File: src/common/psq_defines.vh
// register map, field layout, reset values and timing constants of the proximity sequencer
`ifndef PSQ_DEFINES_VH
`define PSQ_DEFINES_VH

// ==========================================
// register byte offsets
`define PSQ_A_CMD 6'h00
`define PSQ_A_CFG 6'h04
`define PSQ_A_LEDSEL 6'h08
`define PSQ_A_LEDCUR 6'h0C
`define PSQ_A_RATE 6'h10
`define PSQ_A_TH0 6'h14
`define PSQ_A_TH1 6'h18
`define PSQ_A_TH2 6'h1C
`define PSQ_A_DATA0 6'h20
`define PSQ_A_DATA1 6'h24
`define PSQ_A_DATA2 6'h28
`define PSQ_A_ALSDATA 6'h2C
`define PSQ_A_RESP 6'h30
`define PSQ_A_ISTAT 6'h34
`define PSQ_A_IEN 6'h38
`define PSQ_A_ICLR 6'h3C

// ==========================================
// command codes
`define PSQ_CMD_NOP 8'h00
`define PSQ_CMD_PS_FORCE 8'h01
`define PSQ_CMD_ALS_FORCE 8'h02
`define PSQ_CMD_AUTO_GO 8'h03
`define PSQ_CMD_AUTO_STOP 8'h04

// ==========================================
// field positions
`define PSQ_CFG_CHEN 2:0
`define PSQ_CFG_THMODE 3
`define PSQ_CFG_ALSEN 4
`define PSQ_RESP_OVF 0
`define PSQ_EV_PSDONE 0
`define PSQ_EV_PSCROSS 1
`define PSQ_EV_ALSDONE 2

// ==========================================
// reset values
`define PSQ_RST_CFG 5'h01
`define PSQ_RST_LEDSEL 12'h421
`define PSQ_RST_LEDCUR 12'h111
`define PSQ_RST_RATE 16'h0000
`define PSQ_RST_TH 12'h000

// ==========================================
// sizes and timing
`define PSQ_ADC_W 12
`define PSQ_SAT 12'hFFF
`define PSQ_ALS_CH 2'h3
`define PSQ_CLK_NS 25
`define PSQ_TICK_NS 1000
`define PSQ_TICK_CYC (`PSQ_TICK_NS / `PSQ_CLK_NS)

`endif

File: src/hw/psq_sequencer.v
// proximity measurement sequencer with AHB-Lite register slave
//
// How it works
// - host command starts one measurement
// - autonomous mode repeats at programmed interval
// - one conversion per enabled channel, max three
// - three LED drivers, per-conversion selection
// - reset default: one distinct LED each
// - selection may reorder or enable all LEDs
// - each channel compared to own threshold
// - threshold mode interrupts only on crossing
// - alternatively interrupt after full set completes
// - each LED current separately writable
// - saturated conversion records overflow in response
// - overflowed channel data reads saturation value
// - in-range conversion restores measured data
// - overflow held until no-operation command arrives
// - commands still executed while overflow set
// - interrupt pin open-drain, driven low
//
// Chosen here: the register offsets and the AHB-Lite interface to the registers.
`timescale 1ns/1ps
`include "psq_defines.vh"

module psq_sequencer
(
  // clock and reset
  input wire hclk,
  input wire hresetn,
  // ahb-lite slave
  input wire hsel,
  input wire [31:0] haddr,
  input wire [1:0] htrans,
  input wire hwrite,
  input wire [2:0] hsize,
  input wire hready,
  input wire [31:0] hwdata,
  output reg [31:0] hrdata,
  output wire hreadyout,
  output wire hresp,
  // adc link, on the adc's own clock
  input wire adc_clk,
  input wire adc_done,
  input wire adc_ovf,
  input wire [11:0] adc_data,
  output reg adc_start,
  output reg [1:0] adc_chan,
  // led drivers
  output reg [2:0] led_on,
  output reg [3:0] led_cur0,
  output reg [3:0] led_cur1,
  output reg [3:0] led_cur2,
  // open-drain interrupt pin
  input wire int_in,
  output wire int_out,
  output wire int_oe
);

  localparam ST_IDLE = 2'h0;
  localparam ST_SCAN = 2'h1;
  localparam ST_CONV = 2'h2;
  localparam ST_DONE = 2'h3;

  // ==========================================
  // helpers
  // pick the 3-bit led set of one conversion
  function [2:0] led_field;
    input [11:0] sel;
    input [1:0] ch;
    begin
      led_field = 3'h0;
      if (ch == 2'h0)
        led_field = sel[2:0];
      else if (ch == 2'h1)
        led_field = sel[6:4];
      else if (ch == 2'h2)
        led_field = sel[10:8];
    end
  endfunction

  // pick a 4-bit current field
  function [3:0] cur_field;
    input [11:0] cur;
    input [1:0] idx;
    begin
      cur_field = cur[3:0];
      if (idx == 2'h1)
        cur_field = cur[7:4];
      else if (idx == 2'h2)
        cur_field = cur[11:8];
    end
  endfunction

  // ==========================================
  // registers
  reg [4:0] cfg_r;
  reg [11:0] ledsel_r;
  reg [11:0] ledcur_r;
  reg [15:0] rate_r;
  reg [11:0] th0_r;
  reg [11:0] th1_r;
  reg [11:0] th2_r;
  reg [11:0] data0_r;
  reg [11:0] data1_r;
  reg [11:0] data2_r;
  reg [11:0] alsdata_r;
  reg resp_ovf_r;
  reg [2:0] istat_r;
  reg [2:0] ien_r;
  reg [2:0] above_r;
  reg auto_r;
  reg pend_ps_r;
  reg pend_als_r;
  reg [1:0] state_r;
  reg [1:0] ch_r;
  reg set_ovf_r;
  reg [2:0] ev_r;

  // ==========================================
  // ahb-lite slave: zero wait states, always okay
  reg wr_pend_r;
  reg [5:0] wr_addr_r;
  wire addr_ok = hsel && hready && htrans[1];
  wire wr_cmd = wr_pend_r && (wr_addr_r == `PSQ_A_CMD);
  wire wr_clr = wr_pend_r && (wr_addr_r == `PSQ_A_ICLR);
  assign hreadyout = 1'b1;
  assign hresp = 1'b0;

  // address phase capture and read data
  always @(posedge hclk or negedge hresetn)
  begin
    if (!hresetn)
    begin
      wr_pend_r <= 1'b0;
      wr_addr_r <= 6'h00;
      hrdata <= 32'h00000000;
    end
    else
    begin
      wr_pend_r <= addr_ok && hwrite;
      if (addr_ok)
        wr_addr_r <= haddr[5:0];
      if (addr_ok && !hwrite)
      begin
        if (haddr[5:0] == `PSQ_A_CFG)
          hrdata <= {27'h0, cfg_r};
        else if (haddr[5:0] == `PSQ_A_LEDSEL)
          hrdata <= {20'h0, ledsel_r};
        else if (haddr[5:0] == `PSQ_A_LEDCUR)
          hrdata <= {20'h0, ledcur_r};
        else if (haddr[5:0] == `PSQ_A_RATE)
          hrdata <= {16'h0, rate_r};
        else if (haddr[5:0] == `PSQ_A_TH0)
          hrdata <= {20'h0, th0_r};
        else if (haddr[5:0] == `PSQ_A_TH1)
          hrdata <= {20'h0, th1_r};
        else if (haddr[5:0] == `PSQ_A_TH2)
          hrdata <= {20'h0, th2_r};
        else if (haddr[5:0] == `PSQ_A_DATA0)
          hrdata <= {20'h0, data0_r};
        else if (haddr[5:0] == `PSQ_A_DATA1)
          hrdata <= {20'h0, data1_r};
        else if (haddr[5:0] == `PSQ_A_DATA2)
          hrdata <= {20'h0, data2_r};
        else if (haddr[5:0] == `PSQ_A_ALSDATA)
          hrdata <= {20'h0, alsdata_r};
        else if (haddr[5:0] == `PSQ_A_RESP)
          hrdata <= {27'h0, auto_r, state_r, resp_ovf_r, 1'b0} >> 1;
        else if (haddr[5:0] == `PSQ_A_ISTAT)
          hrdata <= {29'h0, istat_r};
        else if (haddr[5:0] == `PSQ_A_IEN)
          hrdata <= {29'h0, ien_r};
        else
          hrdata <= 32'h00000000;
      end
    end
  end

  // configuration writes in the data phase
  always @(posedge hclk or negedge hresetn)
  begin
    if (!hresetn)
    begin
      cfg_r <= `PSQ_RST_CFG;
      ledsel_r <= `PSQ_RST_LEDSEL;
      ledcur_r <= `PSQ_RST_LEDCUR;
      rate_r <= `PSQ_RST_RATE;
      th0_r <= `PSQ_RST_TH;
      th1_r <= `PSQ_RST_TH;
      th2_r <= `PSQ_RST_TH;
      ien_r <= 3'h0;
    end
    else if (wr_pend_r)
    begin
      if (wr_addr_r == `PSQ_A_CFG)
        cfg_r <= hwdata[4:0];
      else if (wr_addr_r == `PSQ_A_LEDSEL)
        ledsel_r <= {1'b0, hwdata[10:8], 1'b0, hwdata[6:4], 1'b0, hwdata[2:0]};
      else if (wr_addr_r == `PSQ_A_LEDCUR)
        ledcur_r <= hwdata[11:0];
      else if (wr_addr_r == `PSQ_A_RATE)
        rate_r <= hwdata[15:0];
      else if (wr_addr_r == `PSQ_A_TH0)
        th0_r <= hwdata[11:0];
      else if (wr_addr_r == `PSQ_A_TH1)
        th1_r <= hwdata[11:0];
      else if (wr_addr_r == `PSQ_A_TH2)
        th2_r <= hwdata[11:0];
      else if (wr_addr_r == `PSQ_A_IEN)
        ien_r <= hwdata[2:0];
    end
  end

  // led current outputs follow their settings at run time
  always @(posedge hclk or negedge hresetn)
  begin
    if (!hresetn)
    begin
      led_cur0 <= 4'h0;
      led_cur1 <= 4'h0;
      led_cur2 <= 4'h0;
    end
    else
    begin
      led_cur0 <= cur_field(ledcur_r, 2'h0);
      led_cur1 <= cur_field(ledcur_r, 2'h1);
      led_cur2 <= cur_field(ledcur_r, 2'h2);
    end
  end

  // ==========================================
  // adc link: synchronise pins, act on adc_clk rising edges
  reg [1:0] aclk_s;
  reg [1:0] adone_s;
  reg [1:0] aovf_s;
  reg [11:0] adat_s0;
  reg [11:0] adat_s1;
  reg aclk_d;
  wire aclk_rise = aclk_s[1] && !aclk_d;
  wire conv_done = (state_r == ST_CONV) && aclk_rise && adone_s[1];

  always @(posedge hclk or negedge hresetn)
  begin
    if (!hresetn)
    begin
      aclk_s <= 2'h0;
      adone_s <= 2'h0;
      aovf_s <= 2'h0;
      adat_s0 <= 12'h000;
      adat_s1 <= 12'h000;
      aclk_d <= 1'b0;
    end
    else
    begin
      aclk_s <= {aclk_s[0], adc_clk};
      adone_s <= {adone_s[0], adc_done};
      aovf_s <= {aovf_s[0], adc_ovf};
      adat_s0 <= adc_data;
      adat_s1 <= adat_s0;
      aclk_d <= aclk_s[1];
    end
  end

  // ==========================================
  // interval timer: 1 us tick, interval in ticks
  reg [5:0] pre_r;
  reg [15:0] ivl_r;
  wire tick = (pre_r == `PSQ_TICK_CYC - 1);
  wire auto_due = auto_r && tick && (ivl_r >= rate_r);

  always @(posedge hclk or negedge hresetn)
  begin
    if (!hresetn)
    begin
      pre_r <= 6'h00;
      ivl_r <= 16'h0000;
    end
    else
    begin
      pre_r <= tick ? 6'h00 : pre_r + 6'h01;
      if (!auto_r || auto_due)
        ivl_r <= 16'h0000;
      else if (tick)
        ivl_r <= ivl_r + 16'h0001;
    end
  end

  // ==========================================
  // command decode and pending requests
  wire [7:0] cmd = hwdata[7:0];

  always @(posedge hclk or negedge hresetn)
  begin
    if (!hresetn)
    begin
      auto_r <= 1'b0;
      pend_ps_r <= 1'b0;
      pend_als_r <= 1'b0;
    end
    else
    begin
      // commands run regardless of the overflow flag
      if (wr_cmd && cmd == `PSQ_CMD_AUTO_GO)
        auto_r <= 1'b1;
      else if (wr_cmd && cmd == `PSQ_CMD_AUTO_STOP)
        auto_r <= 1'b0;
      if ((wr_cmd && cmd == `PSQ_CMD_PS_FORCE) || auto_due)
        pend_ps_r <= 1'b1;
      else if (state_r == ST_IDLE)
        pend_ps_r <= 1'b0;
      if ((wr_cmd && cmd == `PSQ_CMD_ALS_FORCE) || (auto_due && cfg_r[`PSQ_CFG_ALSEN]))
        pend_als_r <= 1'b1;
      else if (state_r == ST_IDLE && !pend_ps_r)
        pend_als_r <= 1'b0;
    end
  end

  // ==========================================
  // measurement state machine
  reg als_run_r;
  wire [11:0] th_cur = (ch_r == 2'h0) ? th0_r : ((ch_r == 2'h1) ? th1_r : th2_r);
  wire [11:0] result = aovf_s[1] ? `PSQ_SAT : adat_s1;
  wire now_above = result > th_cur;

  always @(posedge hclk or negedge hresetn)
  begin
    if (!hresetn)
    begin
      state_r <= ST_IDLE;
      ch_r <= 2'h0;
      als_run_r <= 1'b0;
      adc_start <= 1'b0;
      adc_chan <= 2'h0;
      led_on <= 3'h0;
      data0_r <= 12'h000;
      data1_r <= 12'h000;
      data2_r <= 12'h000;
      alsdata_r <= 12'h000;
      above_r <= 3'h0;
      set_ovf_r <= 1'b0;
      ev_r <= 3'h0;
    end
    else
    begin
      ev_r <= 3'h0;
      set_ovf_r <= 1'b0;
      case (state_r)
        ST_IDLE:
        begin
          ch_r <= 2'h0;
          if (pend_ps_r)
          begin
            als_run_r <= 1'b0;
            state_r <= ST_SCAN;
          end
          else if (pend_als_r)
          begin
            als_run_r <= 1'b1;
            ch_r <= `PSQ_ALS_CH;
            state_r <= ST_SCAN;
          end
        end
        ST_SCAN:
        begin
          // a new start waits until the adc has dropped done of the last one
          if (!als_run_r && ch_r == `PSQ_ALS_CH)
            state_r <= ST_DONE;
          else if (!als_run_r && !cfg_r[ch_r])
            ch_r <= ch_r + 2'h1;
          else if (adone_s[1])
            state_r <= ST_SCAN;
          else if (als_run_r)
          begin
            adc_chan <= `PSQ_ALS_CH;
            adc_start <= 1'b1;
            state_r <= ST_CONV;
          end
          else
          begin
            adc_chan <= ch_r;
            led_on <= led_field(ledsel_r, ch_r);
            adc_start <= 1'b1;
            state_r <= ST_CONV;
          end
        end
        ST_CONV:
        begin
          if (conv_done)
          begin
            adc_start <= 1'b0;
            led_on <= 3'h0;
            set_ovf_r <= aovf_s[1];
            if (als_run_r)
            begin
              alsdata_r <= result;
              ev_r[`PSQ_EV_ALSDONE] <= 1'b1;
              state_r <= ST_IDLE;
            end
            else
            begin
              if (ch_r == 2'h0)
                data0_r <= result;
              else if (ch_r == 2'h1)
                data1_r <= result;
              else
                data2_r <= result;
              above_r[ch_r] <= now_above;
              if (cfg_r[`PSQ_CFG_THMODE] && (now_above != above_r[ch_r]))
                ev_r[`PSQ_EV_PSCROSS] <= 1'b1;
              ch_r <= ch_r + 2'h1;
              state_r <= ST_SCAN;
            end
          end
        end
        ST_DONE:
        begin
          if (!cfg_r[`PSQ_CFG_THMODE])
            ev_r[`PSQ_EV_PSDONE] <= 1'b1;
          state_r <= ST_IDLE;
        end
        default:
          state_r <= ST_IDLE;
      endcase
    end
  end

  // ==========================================
  // response overflow: sticky until no-operation, set wins
  always @(posedge hclk or negedge hresetn)
  begin
    if (!hresetn)
      resp_ovf_r <= 1'b0;
    else if (set_ovf_r)
      resp_ovf_r <= 1'b1;
    else if (wr_cmd && cmd == `PSQ_CMD_NOP)
      resp_ovf_r <= 1'b0;
  end

  // ==========================================
  // interrupt status: sticky, write-one clear, set wins
  always @(posedge hclk or negedge hresetn)
  begin
    if (!hresetn)
      istat_r <= 3'h0;
    else
      istat_r <= (istat_r & ~(wr_clr ? hwdata[2:0] : 3'h0)) | ev_r;
  end

  // open drain: drive low while an enabled event is pending
  assign int_out = 1'b0;
  assign int_oe = |(istat_r & ien_r);

endmodule

File: config.mk
export PLATFORM = sky130hd
export DESIGN_NAME = psq_sequencer
export DESIGN_NICKNAME = d
export VERILOG_FILES = /design/src/hw/psq_sequencer.v
export VERILOG_INCLUDE_DIRS = /design/src /design/src/common
export SDC_FILE = /design/constraint.sdc
export NUM_CORES = 1
export LEC_CHECK = 0
export BUFFER_PORTS_ARGS = -buffer_cell sky130_fd_sc_hd__buf_2
export CAP_MARGIN = 20
export CORE_MARGIN = 3
export CORE_UTILIZATION = 61
export DETAILED_ROUTE_END_ITERATION = 8
export PLACE_DENSITY = 0.83
export SETUP_SLACK_MARGIN = 0.05
export SYNTH_ARGS = -nofsm -noshare
export SYNTH_HDL_FRONTEND = slang
export SYNTH_SLANG_ARGS = --single-unit
File: constraint.sdc
create_clock -name hclk -period 4.8 [get_ports hclk]
set_input_delay 0.24 -clock hclk [delete_from_list [all_inputs] [get_ports hclk]]
set_output_delay 0.24 -clock hclk [all_outputs]
set_load 0.005 [all_outputs]
==> out/summary.txt, run 1 <==
Setup Buffers After CTS = 0
Final TNS setup = 0 ps
gpl congestion = 0.928
Int Power = 3790 uW
IO buf count = 77
crit path kind = flop to flop
f_max = 0.289 GHz
final hold vios = 0
Max VDD drop = 0.281 mV
Die W = 143 um
slowest CP cell = ha_1
# setup viols final = 0
gr ovfl total = 0
Comb pwr share = 0.201
Ports = 144
routed wire length = 27,800 um
GR Util All Layers = 0.276
number of flops mapped to enable cells by yosys = 0
wire per inst = 19.7 um
fin crit share = 0.721
# fillers = 1,265
RSZ-0062 raised after global routing = no
Primary FF master, synth = dfrtp_1
Slew @ Worst Pin = 1090 ps
Reg power frac = 0.461
maxcap violations = 0
sequential area share after synthesis = 0.531
startpoint class of the critical path = flop
Yosys reg bits = 242
Detailed Routing Iterations Pass 1 = 5
clock root cell = clkbuf_16
Avg Synthesized Cell Area = 10.6 um2
crit-path max FO = 11
initial antenna violation count = 1
Unique masters post-synth = 61
Slew Limit Fails = 0
Hold Slack = 16.9 ps
clk_lat worst skew = 520 ps
Bufs and invs on worst path = 2
Core Rows = 49
CP Capture Type = flop
synthesized cell area = 11,400 um2
layout cells sized above 1 = 0.197
htree depth = 1
CTS Buffer Depth = 3
number of global-route vias before repair = 8,608
CTS tree = yes
clock network fraction of total power = 0.338
area growth from synthesis to layout = 13.1%
Max-slew headroom = 0.265
CTS sink cnt = 242
core area = 18,100 um2
crit-path cells = inv_1, ha_1, buf_4, mux2i_1, nor2_1, a21oi_1, ha_1, a21oi_1, a211o_1, a31oi_1, xor2_1, and3_1
pre-CTS setup slack = 1430 ps
1st-iter DRT viols = 725
residual DRC count = 0
Sw Ratio = 0.301
Pwr Density = 420 nW/um2
Critical Path RT = 5200 ps
first-pass GRT wire length = 44,500 um
layout net count = 1,291
Die ar. = 20,400 um2
placed inst area = 11,900 um2
Avg Vias per Cell = 6.11
CP delay by family, top = compound AO/OA/AOI/OAI gates
Ant. Diodes = 0
fin crit period = 3460 ps
fraction of registers with async set/reset = 1.00
Worst Slack Setup Final = 1340 ps
Leak Pwr = 0.00600 uW
outcome = completed
post-route ant nets = 0
WP data arrival = 3860 ps
final setup skew = 19.9 ps
synthesis warning total = 0
worst min path class = input pin to flop
DP Wirelength = 18,800 um
Die Span Y = 143 um
NetSw = 1640 uW
Final Cell Area = 12,900 um2
peak per-stage delay on the critical path = 640 ps
initial core utilization = 0.629
TritonCTS Buffers = 25
largest net degree at the start of global routing = 112
vias = 8,597
clock slew at reported path FFs = 60 ps
Synth Instances = 1,075
-- per-layer routing --
metal,GRT usage,vias up,share of wire
met5,0,-,0.00047
met4,0.0930,2,0.033
met3,0.0422,62,0.071
met2,0.447,361,0.47
met1,0.386,4239,0.42
li1,-,3933,-
-- timing repair --
action                    in CTS  in global routing
hold endpoints to repair     126                  0
hold buffers                  21                  0
gates resized for setup        0                  0
-- power by group through the flow --
stage / sequential, uW / combinational [uW] / clock (uW)
2_1_floorplan: 2470 / 754 / 0
3_3_place_gp: 2520 / 1010 / 0
3_5_place_dp: 2530 / 1060 / 0
4_1_cts: 2500 / 1090 / 1860
5_1_grt: 2530 / 1220 / 1950
6_report: 2500 / 1090 / 1830
-- cells in the mapped netlist, types with 8 or more instances --
library cell	instances	area share
dfrtp_1	235	0.52
nor2_1	107	0.035
nand2_1	103	0.034
a21oi_1	79	0.035
mux2_2	75	0.074
o21ai_0	74	0.032
inv_1	47	0.015
ha_1	38	0.042
clkbuf_1	32	0.011
mux2i_1	24	0.021
nand3_1	21	0.0092
buf_4	20	0.013
nor3_1	13	0.0057
buf_2	12	0.0053
xor2_1	11	0.0084
mux4_2	10	0.020
nand2b_1	10	0.0055
nor2b_1	10	0.0055
o22ai_1	9	0.0049
a211oi_1	8	0.0053
a21o_1	8	0.0053
nand4_1	8	0.0044
o21a_1	8	0.0053
-- layout make-up --
| type | count | area (um2) | share of cell area |
|---|---|---|---|
| multi-input combinational | 737 | 4920 | 0.381 |
| tap | 229 | 287 | 0.0222 |
| clock inverter | 17 | 139 | 0.0108 |
| clock buffer | 26 | 639 | 0.0495 |
| inverter | 47 | 176 | 0.0137 |
| timing repair buffer | 110 | 696 | 0.0539 |
| sequential | 242 | 6060 | 0.469 |
-- stage by stage --
stage	total power, uW	util	std cells
final	5430	0.712	1408
after floorplan	3220	-	1092
after CTS	5450	0.712	1408
after global placement	3530	0.657	1344
after detailed placement	3590	0.657	1344
after global routing	5710	0.712	1408
-- worst min-delay path, cell delays in order --
cell and delay (ps):
buf_2 140, nand2_1 60, o21ai_0 60
-- cell families (layout without fill, tap and decap cells) --
| logic type | after synthesis | in the layout | synth area share |
|---|---|---|---|
| xor+xnor | 16 | 16 | 0.0123 |
| simple gates | 309 | 309 | 0.123 |
| fa+ha+maj | 38 | 38 | 0.0416 |
| compound gates | 246 | 246 | 0.131 |
| buf+inv | 113 | 200 | 0.0450 |
| flops | 242 | 242 | 0.531 |
| other cells | 2 | 19 | 0.000658 |
| mux | 109 | 109 | 0.115 |
-- path summary, 6_finish.rpt --
kind | from | end | slack (ps) | cells past startpoint
worst max-delay path | ch_r[1] | ev_r[1] | 1340 | 12
worst min-delay path | hwdata[11] | rate_r[11] | 20 | 3
worst max register to register | ch_r[1] | ev_r[1] | 1340 | 12
worst min register to register | adat_s0[9] | adat_s1[9] | 350 | 0
max in group asynchronous | hresetn | ivl_r[6] | 3240 | 3
min in group asynchronous | hresetn | adc_chan[0] | 400 | 2
-- flip-flops by register name, summed over array words and instances (netlist names), 5 cells and up --
signal,cells
th1_r,12
data1_r,12
alsdata_r,12
adat_s1,12
ledsel_r,9
hrdata,16
ivl_r,16
adat_s0,12
data0_r,12
cfg_r,5
ledcur_r,12
th0_r,12
pre_r,6
data2_r,12
wr_addr_r,6
rate_r,16
th2_r,12
-- placed cells by master (no fill, tap or decap), drive strengths merged, types with 9 or more instances in the layout --
| cell type | netlist | final |
|---|---|---|
| dfrtp | 235 | 235 |
| nor2 | 107 | 107 |
| nand2 | 103 | 103 |
| buf | 34 | 89 |
| a21oi | 79 | 79 |
| mux2 | 75 | 75 |
| o21ai | 75 | 75 |
| inv | 47 | 47 |
| ha | 38 | 38 |
| clkbuf | 32 | 26 |
| mux2i | 24 | 24 |
| nand3 | 21 | 21 |
| dlygate4sd3 | 0 | 21 |
| conb | 2 | 19 |
| nor3 | 16 | 16 |
| xor2 | 11 | 11 |
| nand2b | 10 | 10 |
| nor2b | 10 | 10 |
| mux4 | 10 | 10 |
| o22ai | 9 | 9 |
| clkinv | 0 | 9 |
No activity file was read; power rests on OpenSTA's default activity.
==> inputs of run 2 (changes only) <==
- ABC_AREA: unset -> 1
- CORE_UTILIZATION: 61 -> 58
- PLACE_DENSITY: 0.83 -> 0.8
- clock period: 4.8 -> 3.3 ns (I/O delays scaled with it)
==> run 2 against run 1 <==
  * Sequential power up 52%
  * Die area grew 7.1%
  * Critical path depth increased by 4
  * Clock skew grew 2.5 ps
  * Total power grew 64%
  * Sequential cell count unchanged
  * Synthesized cell count rose by 22%
  * Clock power grew 72%
  * Critical path type unchanged
  * Critical endpoint unchanged
==> out/summary.txt, run 2 <==
outcome = completed
RSZ-0062 raised after global routing = no
initial antenna violation count = 0
f_max = 0.342 GHz
Leak Pwr = 0.00669 uW
1st-iter DRT viols = 830
fin crit share = 0.887
IO buf count = 77
placed inst area = 12,200 um2
crit-path max FO = 20
top area cells in the synthesized netlist = dfrtp_1 50%, nand2_1 10%, o21ai_0 5.2%
CTS sink cnt = 242
initial core utilization = 0.595
synthesis warning total = 0
Comb pwr share = 0.218
CTS Buffer Depth = 3
sequential area share after synthesis = 0.520
startpoint class of the critical path = flop
CTS tree = yes
Yosys reg bits = 242
Worst Slack Setup Final = 374 ps
Critical Path RT = 3730 ps
peak per-stage delay on the critical path = 440 ps
Detailed Routing Iterations Pass 1 = 5
core area = 19,600 um2
htree depth = 1
clk_lat worst skew = 530 ps
Primary FF master, synth = dfrtp_1
first-pass GRT wire length = 47,100 um
worst min path class = input pin to flop
NetSw = 2760 uW
wire per inst = 17.0 um
top post-synthesis cells by count = 314 x nand2_1, 235 x dfrtp_1, 122 x o21ai_0
area growth from synthesis to layout = 15.4%
Max VDD drop = 0.443 mV
synthesized cell area = 11,700 um2
Unique masters post-synth = 54
clock slew at reported path FFs = 70 ps
clock network fraction of total power = 0.354
Avg Vias per Cell = 5.60
TritonCTS Buffers = 26
CP dominant cell by count = nand2_1
Die W = 148 um
Int Power = 6120 uW
DP Wirelength = 19,600 um
Synth Instances = 1,309
overall power = 8880 uW
# setup viols final = 0
largest net degree at the start of global routing = 89
WP data arrival = 3350 ps
routed wire length = 28,800 um
Core Rows = 51
final setup skew = 22.4 ps
most common cell after layout, fill and taps aside = nand2_1
CP Capture Type = flop
Final Cell Area = 13,500 um2
number of flops mapped to enable cells by yosys = 0
gr ovfl total = 0
top-count cell post-synth = nand2_1
gpl congestion = 0.887
Slew @ Worst Pin = 913 ps
Slew Limit Fails = 0
final hold vios = 0
maxcap violations = 0
post-route ant nets = 0
cell taking the most area after synthesis = dfrtp_1
residual DRC count = 0
layout cells sized above 1 = 0.173
Avg Synthesized Cell Area = 8.91 um2
Max-slew headroom = 0.389
pre-CTS setup slack = 489 ps
top-area cell type share of the netlist area = 0.504
GR Util All Layers = 0.266
Reg power frac = 0.428
fin crit period = 2930 ps
DP Cell Count = 1,616
number of global-route vias before repair = 9,378
Die ar. = 21,800 um2
commonest cells after routing, fill and taps aside = 314 x nand2_1, 235 x dfrtp_1, 122 x o21ai_0
non-filler instance count after layout = 1,696
Final TNS setup = 0 ps
Die Span Y = 148 um
clock root cell = clkbuf_16
Ant. Diodes = 0
crit-path cells = inv_1, ha_1, buf_4, nand2_1, nand3_1, o21ai_0, ha_1, nand2_1, inv_1, nand3_1, nor3_1, nand2_1, nand3_1, nand2_1, xor2_1, and3_1
slowest CP cell = dfrtp_1
biggest regs = hrdata (16), ivl_r (16), rate_r (16)
Ports = 144
crit path kind = flop to flop
vias = 9,492
Sw Ratio = 0.310
layout net count = 1,539
Pwr Density = 660 nW/um2
fraction of registers with async set/reset = 1.00
run 2: what timing repair did:
item	CTS	global route
endpoints found under the hold margin	117	0
buffers inserted	0	0
hold buffers	32	0
resized for setup	0	0
endpoints found under the setup margin	0	0
run 2: final timing paths:
check                      slack, ps  startpoint  depth (start not counted)          to
max                              370     ch_r[1]                         16     ev_r[1]
min                             0.01  hwdata[10]                          3   th1_r[10]
max reg2reg                      370     ch_r[1]                         16     ev_r[1]
min reg2reg                      350  adat_s0[5]                          0  adat_s1[5]
max in group asynchronous       2120     hresetn                          3  state_r[1]
min in group asynchronous        230     hresetn                          2  data1_r[1]
run 2: logic make-up after synthesis:
kind of cell	after synthesis	synth area share
other cells	2	0.000644
flops	242	0.520
buf+inv	204	0.0767
compound gates	256	0.119
simple gates	537	0.216
mux	21	0.0203
fa+ha+maj	38	0.0408
xor+xnor	9	0.00676
run 2: per-layer routing:
| layer | track usage | part of all wire |
|---|---|---|
| met1 | 0.370 | 0.43 |
| met2 | 0.433 | 0.46 |
| met3 | 0.0356 | 0.069 |
| met4 | 0.0969 | 0.037 |
| met5 | 0 | 0 |
run 2: area by class of cell:
cell class              instances  area (um2)
flip-flops and latches        242        6060
fillers                      1528        6140
well taps                     265         332
inverters                     137         519
repair buffers                124         841
clock inverters                18         235
clock buffers                  30         697
multi-input cells             880        4770
run 2: power groups by stage:
stage          clock (uW)  combinational, uW  sequential [uW]
5_1_grt              3300               2230             3850
3_3_place_gp            0               1770             3810
6_report             3140               1940             3800
2_1_floorplan           0               1340             3750
3_5_place_dp            0               1850             3830
4_1_cts              3170               1920             3790
run 2: through the flow:
stage	utilization	hold WS, ps
5_1_grt	0.687	20.3
6_report	0.687	0.0128
4_1_cts	0.687	1.64
3_3_place_gp	0.623	227
3_5_place_dp	0.623	215
2_1_floorplan	-	-131
run 2: worst max-delay path, delay by kind of cell (launching register included):
family / cells / cell delay (ps)
buffers and inverters: 3 / 540
xor gates and xnor gates: 1 / 170
AOI/OAI and AO/OA: 1 / 100
DFF: 1 / 440
and+or+nand+nor: 9 / 970
adders and majority gates: 2 / 610
==> inputs of run 3 (changes only) <==
- CORE_UTILIZATION: 58 -> 61
- PLACE_DENSITY: 0.8 -> 0.83
- clock period: 3.3 -> 3.7 ns (I/O delays scaled with it)
==> run 3 against run 2 <==
  * Clock-buffer cell count grew 5
  * Sequential power shrank 11%
  * Fmax shrank 8.7%
  * Critical path depth shrank 1
  * Worst setup slack gained 120 ps
==> out/summary.txt, run 3 (synthesized netlist as in run 2, its figures left out) <==
Die W = 144 um
f_max = 0.312 GHz
DP Wirelength = 19,500 um
worst reg2reg startpoint = ch_r[1]
CP Capture Type = flop
final setup skew = 22.5 ps
Final TNS setup = 0 ps
TritonCTS Buffers = 25
CP dominant cell by count = nand2_1
Max VDD drop = 0.363 mV
initial antenna violation count = 0
area growth from synthesis to layout = 13.9%
layout cells sized above 1 = 0.167
CTS tree = yes
fin crit share = 0.866
Slew @ Worst Pin = 1070 ps
Pwr Density = 582 nW/um2
outcome = completed
peak per-stage delay on the critical path = 440 ps
gr ovfl total = 0
biggest regs = hrdata (16), ivl_r (16), rate_r (16)
crit-path cells = inv_1, ha_1, buf_4, clkinv_1, nand2_1, nand3_1, o21ai_0, ha_1, nand2_1, nor2_1, a211oi_1, nand3_1, nand2_1, xor2_1, and3_1
# setup viols final = 0
hold_buf cts = 29
Bufs and invs on worst path = 3
Die ar. = 20,800 um2
clock slew at reported path FFs = 70 ps
Setup Buffers After CTS = 0
CTS sink cnt = 242
fin crit period = 3200 ps
Ant. Diodes = 0
Core Rows = 49
Leak Pwr = 0.00662 uW
slowest CP cell = dfrtp_1
maxcap violations = 0
R2R depth = 15
htree depth = 1
RR Endpoint = ev_r[1]
wire per inst = 17.5 um
crit path kind = flop to flop
WP data arrival = 3670 ps
start point of the worst hold path = haddr[3]
Max-slew headroom = 0.284
gpl congestion = 0.922
Ports = 144
CTS Buffer Depth = 3
reg-to-reg slack, setup = 500 ps
IO buf count = 77
Min-Delay Endpoint = wr_addr_r[3]
layout net count = 1,530
Worst Slack Setup Final = 496 ps
Slew Limit Fails = 0
1st-iter DRT viols = 994
clk_lat worst skew = 530 ps
initial core utilization = 0.634
Die Span Y = 144 um
first-pass GRT wire length = 47,100 um
routed wire length = 28,900 um
number of global-route vias before repair = 9,330
RSZ-0062 raised after global routing = no
crit-path max FO = 24
pre-CTS setup slack = 594 ps
most common cell after layout, fill and taps aside = nand2_1
vias = 9,506
core area = 18,400 um2
commonest cells after routing, fill and taps aside = 314 x nand2_1, 235 x dfrtp_1, 122 x o21ai_0
GR Util All Layers = 0.284
Critical Path RT = 4170 ps
Hold Path Depth = 3
placed inst area = 12,100 um2
Resize count post-CTS = 0
clock root cell = clkbuf_16
Avg Vias per Cell = 5.76
startpoint class of the critical path = flop
largest net degree at the start of global routing = 130
Final Cell Area = 13,300 um2
post-route ant nets = 0
worst min path class = input pin to flop
CP delay by family, top = simple AND/OR/NAND/NOR gates
final hold vios = 0
Detailed Routing Iterations Pass 1 = 5
residual DRC count = 0
[run 3: worst min-delay path, cell delays in order]
cell and delay [ps]:
buf_2 130, inv_2 80, o21ai_0 80
[run 3: through the flow]
step	utilization	total power (uW)	cells	hold WS, ps
finish	0.722	7720	1650	10.3
global route	0.722	8150	1650	28.9
CTS	0.722	7710	1650	5.28
detailed placement	0.660	5070	1575	294
global placement	0.660	4960	1575	294
floorplan	-	4540	1326	-111
[run 3: worst max path at each step]
stage | startpoint | to | slack (ps) | depth (start not counted)
final | ch_r[1] | ev_r[1] | 500 | 15
after detailed placement | ch_r[0] | ev_r[1] | 590 | 14
after CTS | ch_r[0] | ev_r[1] | 580 | 14
after global placement | ch_r[0] | ev_r[1] | 720 | 14
after global routing | ch_r[0] | ev_r[1] | 240 | 14
after floorplan | ch_r[1] | ev_r[1] | 860 | 18
[run 3: area by class of cell]
cell class / count / area (um2)
Clock buffer: 35 / 713
Clock inverter: 11 / 144
Fill cell: 1340 / 5110
Inverter: 137 / 519
Multi-Input combinational cell: 880 / 4770
Sequential cell: 242 / 6060
Tap cell: 229 / 287
Timing Repair Buffer: 116 / 786
[run 3: report_power, final]
group | switching (uW) | internal [uW]
Clock | 1050 | 1560
Sequential | 305 | 3090
Combinational | 1070 | 648
Total | 2420 | 5300
[run 3: layer usage]
layer | share of wire | global-route usage | wire length (um) | up-vias
li1 | - | - | - | 4434
met1 | 0.42 | 0.392 | 12200 | 4558
met2 | 0.47 | 0.470 | 13700 | 450
met3 | 0.076 | 0.0430 | 2190 | 64
met4 | 0.028 | 0.0889 | 819 | 0
met5 | 0 | 0 | 0 | -
